===== config.mk =====
export PLATFORM = sky130hd
export DESIGN_NAME = timeout_reset_flag_top
export DESIGN_NICKNAME = d
export VERILOG_FILES = /design/src/verilog/timeout_reset_flag_top.v
export VERILOG_INCLUDE_DIRS = /design/src /design/src/shared
export SDC_FILE = /design/constraint.sdc
export NUM_CORES = 1
export LEC_CHECK = 0
export ABC_AREA = 0
export BUFFER_PORTS_ARGS = -buffer_cell sky130_fd_sc_hd__buf_2
export CAP_MARGIN = 25
export CORE_ASPECT_RATIO = 0.75
export CORE_MARGIN = 5
export CORE_UTILIZATION = 50
export CTS_CLUSTER_DIAMETER = 100
export DETAILED_ROUTE_END_ITERATION = 7
export GPL_ROUTABILITY_DRIVEN = 0
export PLACE_DENSITY = 0.77
export SYNTH_ARGS = -nofsm -noshare
export SYNTH_HDL_FRONTEND = slang
export SYNTH_SLANG_ARGS = --single-unit

===== constraint.sdc =====
create_clock -name clk -period 4.4 [get_ports clk]
set_clock_uncertainty 0.05 [all_clocks]
set_input_delay 0.66 -clock clk [delete_from_list [all_inputs] [get_ports clk]]
set_output_delay 0.66 -clock clk [all_outputs]
set_load 0.01 [all_outputs]

===== src/shared/timeout_reset_flag_defines.vh =====
/*
  Constants for the watchdog and reset-cause block: register byte addresses,
  field positions, reset values and timing figures.
  Assumes a single 100 MHz system clock and an APB slave with 32-bit data.
*/
// Notes on behaviour
// [RQ1] Counter runs on separate roughly 1 MHz oscillator.
// [RQ2] Restart, disable and chip reset clear counter.
// [RQ3] Enabled counter reaching period issues chip reset.
// [RQ4] Fuse picks level one (off) or two (on).
// [RQ5] Level one: writing enable one needs no unlock.
// [RQ6] Software: unlock write, then config within four cycles.
// [RQ7] Level two: always enabled, reads one, no disable.
// [RQ8] Level two period change ignores written enable value.
// [RQ9] Unlock bit self-clears four clocks after set.
// [RQ10] Disable and period change only while unlocked.
// [RQ11] Period code n gives 16K shifted by n cycles.
// [RQ12] Control bits seven to five read zero.
// [RQ13] Test-port reset sets bit four; zero write clears.
// [RQ14] Watchdog reset sets bit three; zero write clears.
// [RQ15] Supply-drop reset sets bit two; zero write clears.
// [RQ16] Pin reset sets bit one; zero write clears.
// [RQ17] Power-up sets bit zero; only software clears.
// [RQ18] Reference on for monitor, comparator select, or converter.
// [RQ19] Software should read and clear flags early.
// [RQ20] Timeout reset pulse lasts one system clock.
// [RQ21] Writing one to a flag changes nothing.
// [RQ22] Late disable or period writes are ignored.
`ifndef TIMEOUT_RESET_FLAG_DEFINES_VH
`define TIMEOUT_RESET_FLAG_DEFINES_VH

// Register byte addresses.
`define TIMEOUT_RESET_FLAG_ADDR_STATUS 12'h000
`define TIMEOUT_RESET_FLAG_ADDR_CTRL 12'h004

// Reset-cause status bit positions.
`define TIMEOUT_RESET_FLAG_BIT_POWERUP_RESET_FLAG 0
`define TIMEOUT_RESET_FLAG_BIT_PINF 1
`define TIMEOUT_RESET_FLAG_BIT_SUPF 2
`define TIMEOUT_RESET_FLAG_BIT_TOF 3
`define TIMEOUT_RESET_FLAG_BIT_TPF 4

// Control register bit positions.
`define TIMEOUT_RESET_FLAG_BIT_ON 3
`define TIMEOUT_RESET_FLAG_BIT_UNLOCK 4
`define TIMEOUT_RESET_FLAG_SEL_HI 2
`define TIMEOUT_RESET_FLAG_SEL_LO 0

// Reset values.
`define TIMEOUT_RESET_FLAG_CTRL_RST 3'h0
`define TIMEOUT_RESET_FLAG_STAT_RST 5'h01

// Unlock window in system clocks and base timeout in oscillator cycles.
`define TIMEOUT_RESET_FLAG_UNLOCK_CYCLES 3'h4
`define TIMEOUT_RESET_FLAG_BASE_TIMEOUT 22'h004000

`endif


===== src/verilog/timeout_reset_flag_top.v =====
/*
  Watchdog timer with timed unlock, reset-cause flags and reference enable.
  Assumes the watchdog oscillator tick and the reset event inputs arrive from
  outside the clock domain; each passes two flip-flops before use. The
  oscillator tick is a slow square wave; one counted cycle per rising edge.
*/
// The implementer's own choices: the APB interface to the registers and the placing of the registers.
`timescale 1ns/1ps
`default_nettype none
`include "timeout_reset_flag_defines.vh"

module timeout_reset_flag_top #(
  parameter CNT_W = 22
) (
  // Clock, reset and clock enable.
  input wire clk,
  input wire nrst,
  input wire clk_en,
  // APB slave.
  input wire psel,
  input wire penable,
  input wire pwrite,
  input wire [11:0] paddr,
  input wire [31:0] pwdata,
  output reg [31:0] prdata,
  output reg pready,
  output reg pslverr,
  // Watchdog oscillator and restart instruction.
  input wire wdt_osc,
  input wire restart_pulse,
  // Fuses and reset sources (asynchronous levels).
  input wire safety_level_fuse,
  input wire powerup_event,
  input wire pin_reset_event,
  input wire supply_drop_event,
  input wire test_port_reset_instruction,
  // Reference enable terms.
  input wire supply_monitor_en,
  input wire comparator_bandgap_select,
  input wire converter_en,
  // Outputs.
  output reg chip_reset_pulse,
  output reg vref_on
);

  // Two-stage synchronisers for the oscillator, fuse, reset events, comparator select and converter enable.
  reg [7:0] sync1_q;
  reg [7:0] sync2_q;
  wire [7:0] async_in = {test_port_reset_instruction, supply_drop_event, pin_reset_event, powerup_event,
                         safety_level_fuse, converter_en, comparator_bandgap_select, wdt_osc};
  always @(posedge clk or negedge nrst) begin
    if (!nrst) begin
      sync1_q <= 8'h00;
      sync2_q <= 8'h00;
    end else if (clk_en) begin
      sync1_q <= async_in;
      sync2_q <= sync1_q;
    end
  end
  wire osc_s = sync2_q[0];
  wire comparator_bandgap_select_s = sync2_q[1];
  wire adc_s = sync2_q[2];
  wire level2 = sync2_q[3]; // RQ4
  wire por_s = sync2_q[4];
  wire pin_s = sync2_q[5];
  wire sup_s = sync2_q[6];
  wire tp_s = sync2_q[7];

  // Timeout length for a period code.
  function [CNT_W-1:0] period_of;
    input [2:0] code;
    begin
      period_of = `TIMEOUT_RESET_FLAG_BASE_TIMEOUT << code; // RQ11
    end
  endfunction

  // Register state.
  reg osc_prev_q;
  reg on_q;
  reg [2:0] sel_q;
  reg unlock_q;
  reg [2:0] win_q;
  reg [CNT_W-1:0] cnt_q;
  reg [4:0] stat_q;
  reg [4:0] src_prev_q;

  // APB access decode; zero-wait answers.
  wire acc = psel && penable && pready;
  wire wr_ctrl = acc && pwrite && (paddr == `TIMEOUT_RESET_FLAG_ADDR_CTRL);
  wire wr_stat = acc && pwrite && (paddr == `TIMEOUT_RESET_FLAG_ADDR_STATUS);
  wire w_on = pwdata[`TIMEOUT_RESET_FLAG_BIT_ON];
  wire w_unl = pwdata[`TIMEOUT_RESET_FLAG_BIT_UNLOCK];
  wire on_eff = on_q || level2; // RQ7
  wire osc_tick = osc_s && !osc_prev_q; // RQ1
  wire timeout = on_eff && osc_tick && (cnt_q == period_of(sel_q) - 1'b1); // RQ3

  // Hardware reset events sample as rising edges of their levels.
  wire [4:0] src_now = {tp_s, 1'b0, sup_s, pin_s, por_s};
  wire [4:0] src_rise = src_now & ~src_prev_q;
  wire chip_rst = (|src_rise) || chip_reset_pulse;

  // Watchdog control: enable, period and unlock window.
  always @(posedge clk or negedge nrst) begin
    if (!nrst) begin
      on_q <= 1'b0;
      sel_q <= `TIMEOUT_RESET_FLAG_CTRL_RST;
      unlock_q <= 1'b0;
      win_q <= 3'h0;
      osc_prev_q <= 1'b0;
      cnt_q <= {CNT_W{1'b0}};
      chip_reset_pulse <= 1'b0;
    end else if (clk_en) begin
      osc_prev_q <= osc_s;
      chip_reset_pulse <= timeout; // RQ20
      if (unlock_q) begin
        if (win_q == `TIMEOUT_RESET_FLAG_UNLOCK_CYCLES - 3'h1) begin
          unlock_q <= 1'b0; // RQ9
          win_q <= 3'h0;
        end else begin
          win_q <= win_q + 3'h1;
        end
      end
      if (wr_ctrl) begin
        if (w_unl && w_on) begin
          unlock_q <= 1'b1;
          win_q <= 3'h0;
          on_q <= 1'b1;
        end else if (unlock_q && !w_unl) begin
          sel_q <= pwdata[`TIMEOUT_RESET_FLAG_SEL_HI:`TIMEOUT_RESET_FLAG_SEL_LO]; // RQ10
          on_q <= w_on; // RQ8
          unlock_q <= 1'b0;
        end else if (w_on) begin
          on_q <= 1'b1; // RQ5
        end
        // Otherwise a late disable or period write is dropped. RQ22
      end
      if (restart_pulse || !on_eff || chip_rst || timeout) begin
        cnt_q <= {CNT_W{1'b0}}; // RQ2
      end else if (osc_tick) begin
        cnt_q <= cnt_q + 1'b1;
      end
    end
  end

  // Reset-cause flags; a hardware set wins over a software clear.
  wire [4:0] set_v = {src_rise[4], chip_reset_pulse, src_rise[2:0]};
  always @(posedge clk or negedge nrst) begin
    if (!nrst) begin
      stat_q <= `TIMEOUT_RESET_FLAG_STAT_RST;
      src_prev_q <= 5'h00;
    end else if (clk_en) begin
      src_prev_q <= src_now;
      if (src_rise[`TIMEOUT_RESET_FLAG_BIT_POWERUP_RESET_FLAG]) begin
        stat_q <= `TIMEOUT_RESET_FLAG_STAT_RST; // RQ17
      end else begin
        // Writing one keeps a flag; writing zero clears it. RQ21
        stat_q <= (wr_stat ? (stat_q & pwdata[4:0]) : stat_q) | set_v; // RQ13 RQ14 RQ15 RQ16
      end
    end
  end

  // APB answer registers and reference enable.
  always @(posedge clk or negedge nrst) begin
    if (!nrst) begin
      prdata <= 32'h00000000;
      pready <= 1'b0;
      pslverr <= 1'b0;
      vref_on <= 1'b0;
    end else if (clk_en) begin
      vref_on <= supply_monitor_en || comparator_bandgap_select_s || adc_s; // RQ18
      pready <= psel && !penable;
      pslverr <= 1'b0;
      if (psel && !penable) begin
        if (paddr == `TIMEOUT_RESET_FLAG_ADDR_CTRL) begin
          prdata <= {27'h0, unlock_q, on_eff, sel_q}; // RQ12
        end else if (paddr == `TIMEOUT_RESET_FLAG_ADDR_STATUS) begin
          prdata <= {27'h0, stat_q};
        end else begin
          prdata <= 32'h00000000;
          pslverr <= 1'b1;
        end
      end
    end
  end

endmodule
`default_nettype wire


==> metrics.md <==
| Metric | Value |
|---|---|
| Ys async rst share | 100.0% |
| Synth top area cells | dfrtp_1, mux2_2, buf_4, nor3_1, nand2_1 |
| Final HPWL DP | roughly 5100 µm |
| Num CTS Buffers | 9 |
| N_diodes | 0 |
| Crit path DAT | around 2.5 ns |
| Worst-path clk slew | ~0.07 ns |
| Type of origin of the critical path | input port |
| Max Clk Rate | around 430 MHz |
| PostCTS Resize Cnt | 0 |
| Sw Share | between 20% and 30% |
| CTS H-tree lvls | 3 |
| Max-Cap Viols | 0 |
| Starting density of the core | around half |
| Via Count | roughly 2600 |
| Synth Area in Compound Gates | a little over an eighth |
| Layout net count | 435 |
| CTS tree | done |
| Postcts setup bufs | 0 |
| XOR/XNOR Fraction of Synth Area | a little under 3% |
| Comb pwr share | between 10 and 15% |
| Worst reg2reg startpoint | cnt_q[0]$_DFFE_PN0P_ |
| Pre-CTS WS | around 1.7 ns |
| Main combinational cell family by area after synthesis | simple AND/OR/NAND/NOR gates |
| Maximum VDD drop | 0.2735 mV |
| Clock tree buffer depth | 2 |
| Most numerous cell in the Yosys netlist | dfrtp_1 |
| Synth Area in Simple Gates | 19.65% |
| Number of distinct library cells after synthesis | between 60 and 70 |
| Core Box Area | just under 7000 µm² |
| Post-DRT Antenna Nets | 0 |
| Clock period minus final worst setup slack | roughly 2.3 ns |
| WHS | roughly 0.37 ns |
| Crit path from | clk_en |
| Fin. Hold Viols | 0 |
| Die Y-Extent | approximately 83 µm |
| Post-Syn Area | between 3000 and 4000 µm² |
| Rows | 26 |
| Ys flop type | dfrtp_1 |
| Rel. slew slack | 42.98% |
| Critical path's slowest cell | nor3_1 |
| Top Ports | 96 |
| PD cells | about 350 nW/µm² |
| EDFF count, synth | 0 |
| RSZ-0062 raised after global routing | no |
| Sequential power share | about half |
| Internal Pwr Total | 0.9901 mW |
| CP bufs+invs | 2 |
| Worst-skew pair later-pin latency | between 0.3 and 0.4 ns |
| Cells after synthesis | roughly 330 |
| Wire per inst | between 10 and 15 µm |
| Worst path max stage delay | about 0.50 ns |
| Worst-Margin Slew | between 0.8 and 0.9 ns |
| Final TNS setup | 0 ns |
| Vias in the first global route | approximately 2500 |
| Element type at the critical path end | register |
| Synthesized area per cell | 10.71 µm² |
| Reg2reg end | cnt_q[10]$_DFFE_PN0P_ |
| Initial drt markers | 128 |
| Drt pass-1 iters | 4 |
| Post-synth top area share | around 45% |
| Layout cells sized above 1 | about 27% |
| Levels on crit path | 7 |
| First-pass GRT wire length | 12020 µm |
| Critical path, cell by cell | buf_2 > buf_4 > nand4b_1 > nor3_1 > nand2_1 > xnor2_1 > nor2_1 |
| Overall Global Routing Usage | ~17% |
| Hold-fix buffers, CTS | 0 |
| Fin crit share | approximately 52% |
| Largest net degree at the start of global routing | 39 |
| Register area share after synthesis | 45.65% |
| Die width | around 110 µm |
| Top Family by Delay on Critical Path | simple AND/OR/NAND/NOR gates |
| Clock network power share | a little over a third |
| Post-synthesis adder-cell area fraction | 0.7018% |
| Yosys top cell by area | dfrtp_1 |
| DRC | 0 |
| Psw | about 0.39 mW |
| CP Class | in2reg |
| Placed cells | 460 |
| Run status | completed |
| Die area | approximately 8900 µm² |
| Worst Hold Class | in2async |
| Commonest cells post-synth | dfrtp_1, buf_4, mux2_2 |
| Overflow left after global routing | 0 |
| Non-filler instance count after layout | 476 |
| Worst EP required | about 4.6 ns |
| Drt total wl | between 7000 and 8000 µm |
| Yosys warnings | 0 |
| Multiplexer area fraction after synthesis | 8.702% |
| Clock sinks | 65 |
| Initial antenna violation count | 0 |
| Final setup margin | 2.096 ns |
| Vias per cell | around 5.4 |
| Reg2Reg Setup Slack | between 2 and 2.5 ns |
| Critical path destination | cnt_q[18]$_DFFE_PN0P_ |
| Final setup fails | 0 |
| Area delta synth->final | 10.07% |
| Pins Over Slew Limit | 0 |
| Root buf cell | clkbuf_8 |
| Lkg Pwr | roughly 1.8 nW |
| Worst-path maximum fanout | 26 |
| # port buffers | around 40 |
| Worst R2R Path Depth | 6 |
| #FFs+latches synth | 65 |
-- cells by family (layout without fill, tap and decap cells) --
group | count (synthesis) | in the layout
buffers and inverters | 49 | 68
AO/OA/AOI/OAI | 58 | 58
adder cells (fa/ha/maj) | 2 | 2
XOR/XNOR | 12 | 12
other | 1 | 27
multiplexers | 28 | 28
AND/OR/NAND/NOR | 118 | 118
flip-flops | 65 | 65
-- state kept, by name (all words and copies together) (netlist names), 3 cells and up --
signal and flops:
cnt_q 22, prdata 5, sel_q 3, src_prev_q 4, stat_q 5, sync1_q 8
sync2_q 8, win_q 3
-- layer usage --
layer | share of wire, % | global-route usage, % | up-vias
met5 | 0 | 0 | -
met4 | 1.3 | 6.766 | 0
met3 | 6.6 | 5.426 | 6
met2 | 44 | 24.21 | 77
met1 | 48 | 23.70 | 1262
li1 | - | - | 1242
-- worst min-delay path by stage --
stage	end	slack [ns]	cells past startpoint	start
4_1_cts	cnt_q[10]$_DFFE_PN0P_	0.40	1	nrst
2_1_floorplan	chip_reset_pulse$_DFFE_PN0P_	0.31	0	nrst
6_report	cnt_q[10]$_DFFE_PN0P_	0.37	1	nrst
3_5_place_dp	prdata[4]$_DFFE_PN0P_	0.42	2	prdata[4]$_DFFE_PN0P_
3_3_place_gp	prdata[3]$_DFFE_PN0P_	0.40	1	prdata[3]$_DFFE_PN0P_
5_1_grt	cnt_q[10]$_DFFE_PN0P_	0.44	1	nrst
-- final cells by class --
class	count	area (µm²)
well taps	98	122.6
clock inverters	7	71.32
multi-input cells	245	1725
flip-flops and latches	65	1628
inverters	9	33.78
repair buffers	43	220.2
fillers	595	2939
clock buffers	9	123.9
-- metrics by stage --
stage               util [%]  instance area [µm²]  power [mW]
floorplan                  -                 3664      0.8438
global placement       54.34                 3730      0.8817
detailed placement     54.34                 3730      0.8896
CTS                    57.18                 3925       1.394
global route           57.18                 3925       1.453
finish                 57.18                 3925       1.378
-- placed cells by master, fill, tap and decap left out, types with 3 or more instances in the layout --
cell / count
dfrtp_1: 64
buf_2: 41
conb_1: 27
mux2_2: 24
nand2_1: 23
nor3_1: 18
nor2_1: 17
nand3_1: 12
o21ai_0: 11
clkbuf_8: 9
inv_1: 8
nand2b_1: 8
a21oi_1: 7
xnor2_1: 7
nand4_1: 6
xor2_1: 5
nand3b_1: 5
mux2i_1: 4
o31ai_1: 4
nor4_1: 3
and4_1: 3
nor2_2: 3
a211oi_1: 3
and3_1: 3
a21o_1: 3
o2bb2ai_1: 3
a31oi_1: 3
clkinvlp_4: 3
-- power by group through the flow --
stage                     registers, mW  logic [mW]  clock network [mW]
after floorplan                   0.688       0.156                   0
after global placement            0.697       0.185                   0
after detailed placement          0.699       0.191                   0
after CTS                         0.688       0.192               0.515
after global routing              0.696       0.215               0.542
final                             0.689       0.190               0.499
Power figures use the tool's default switching activity.
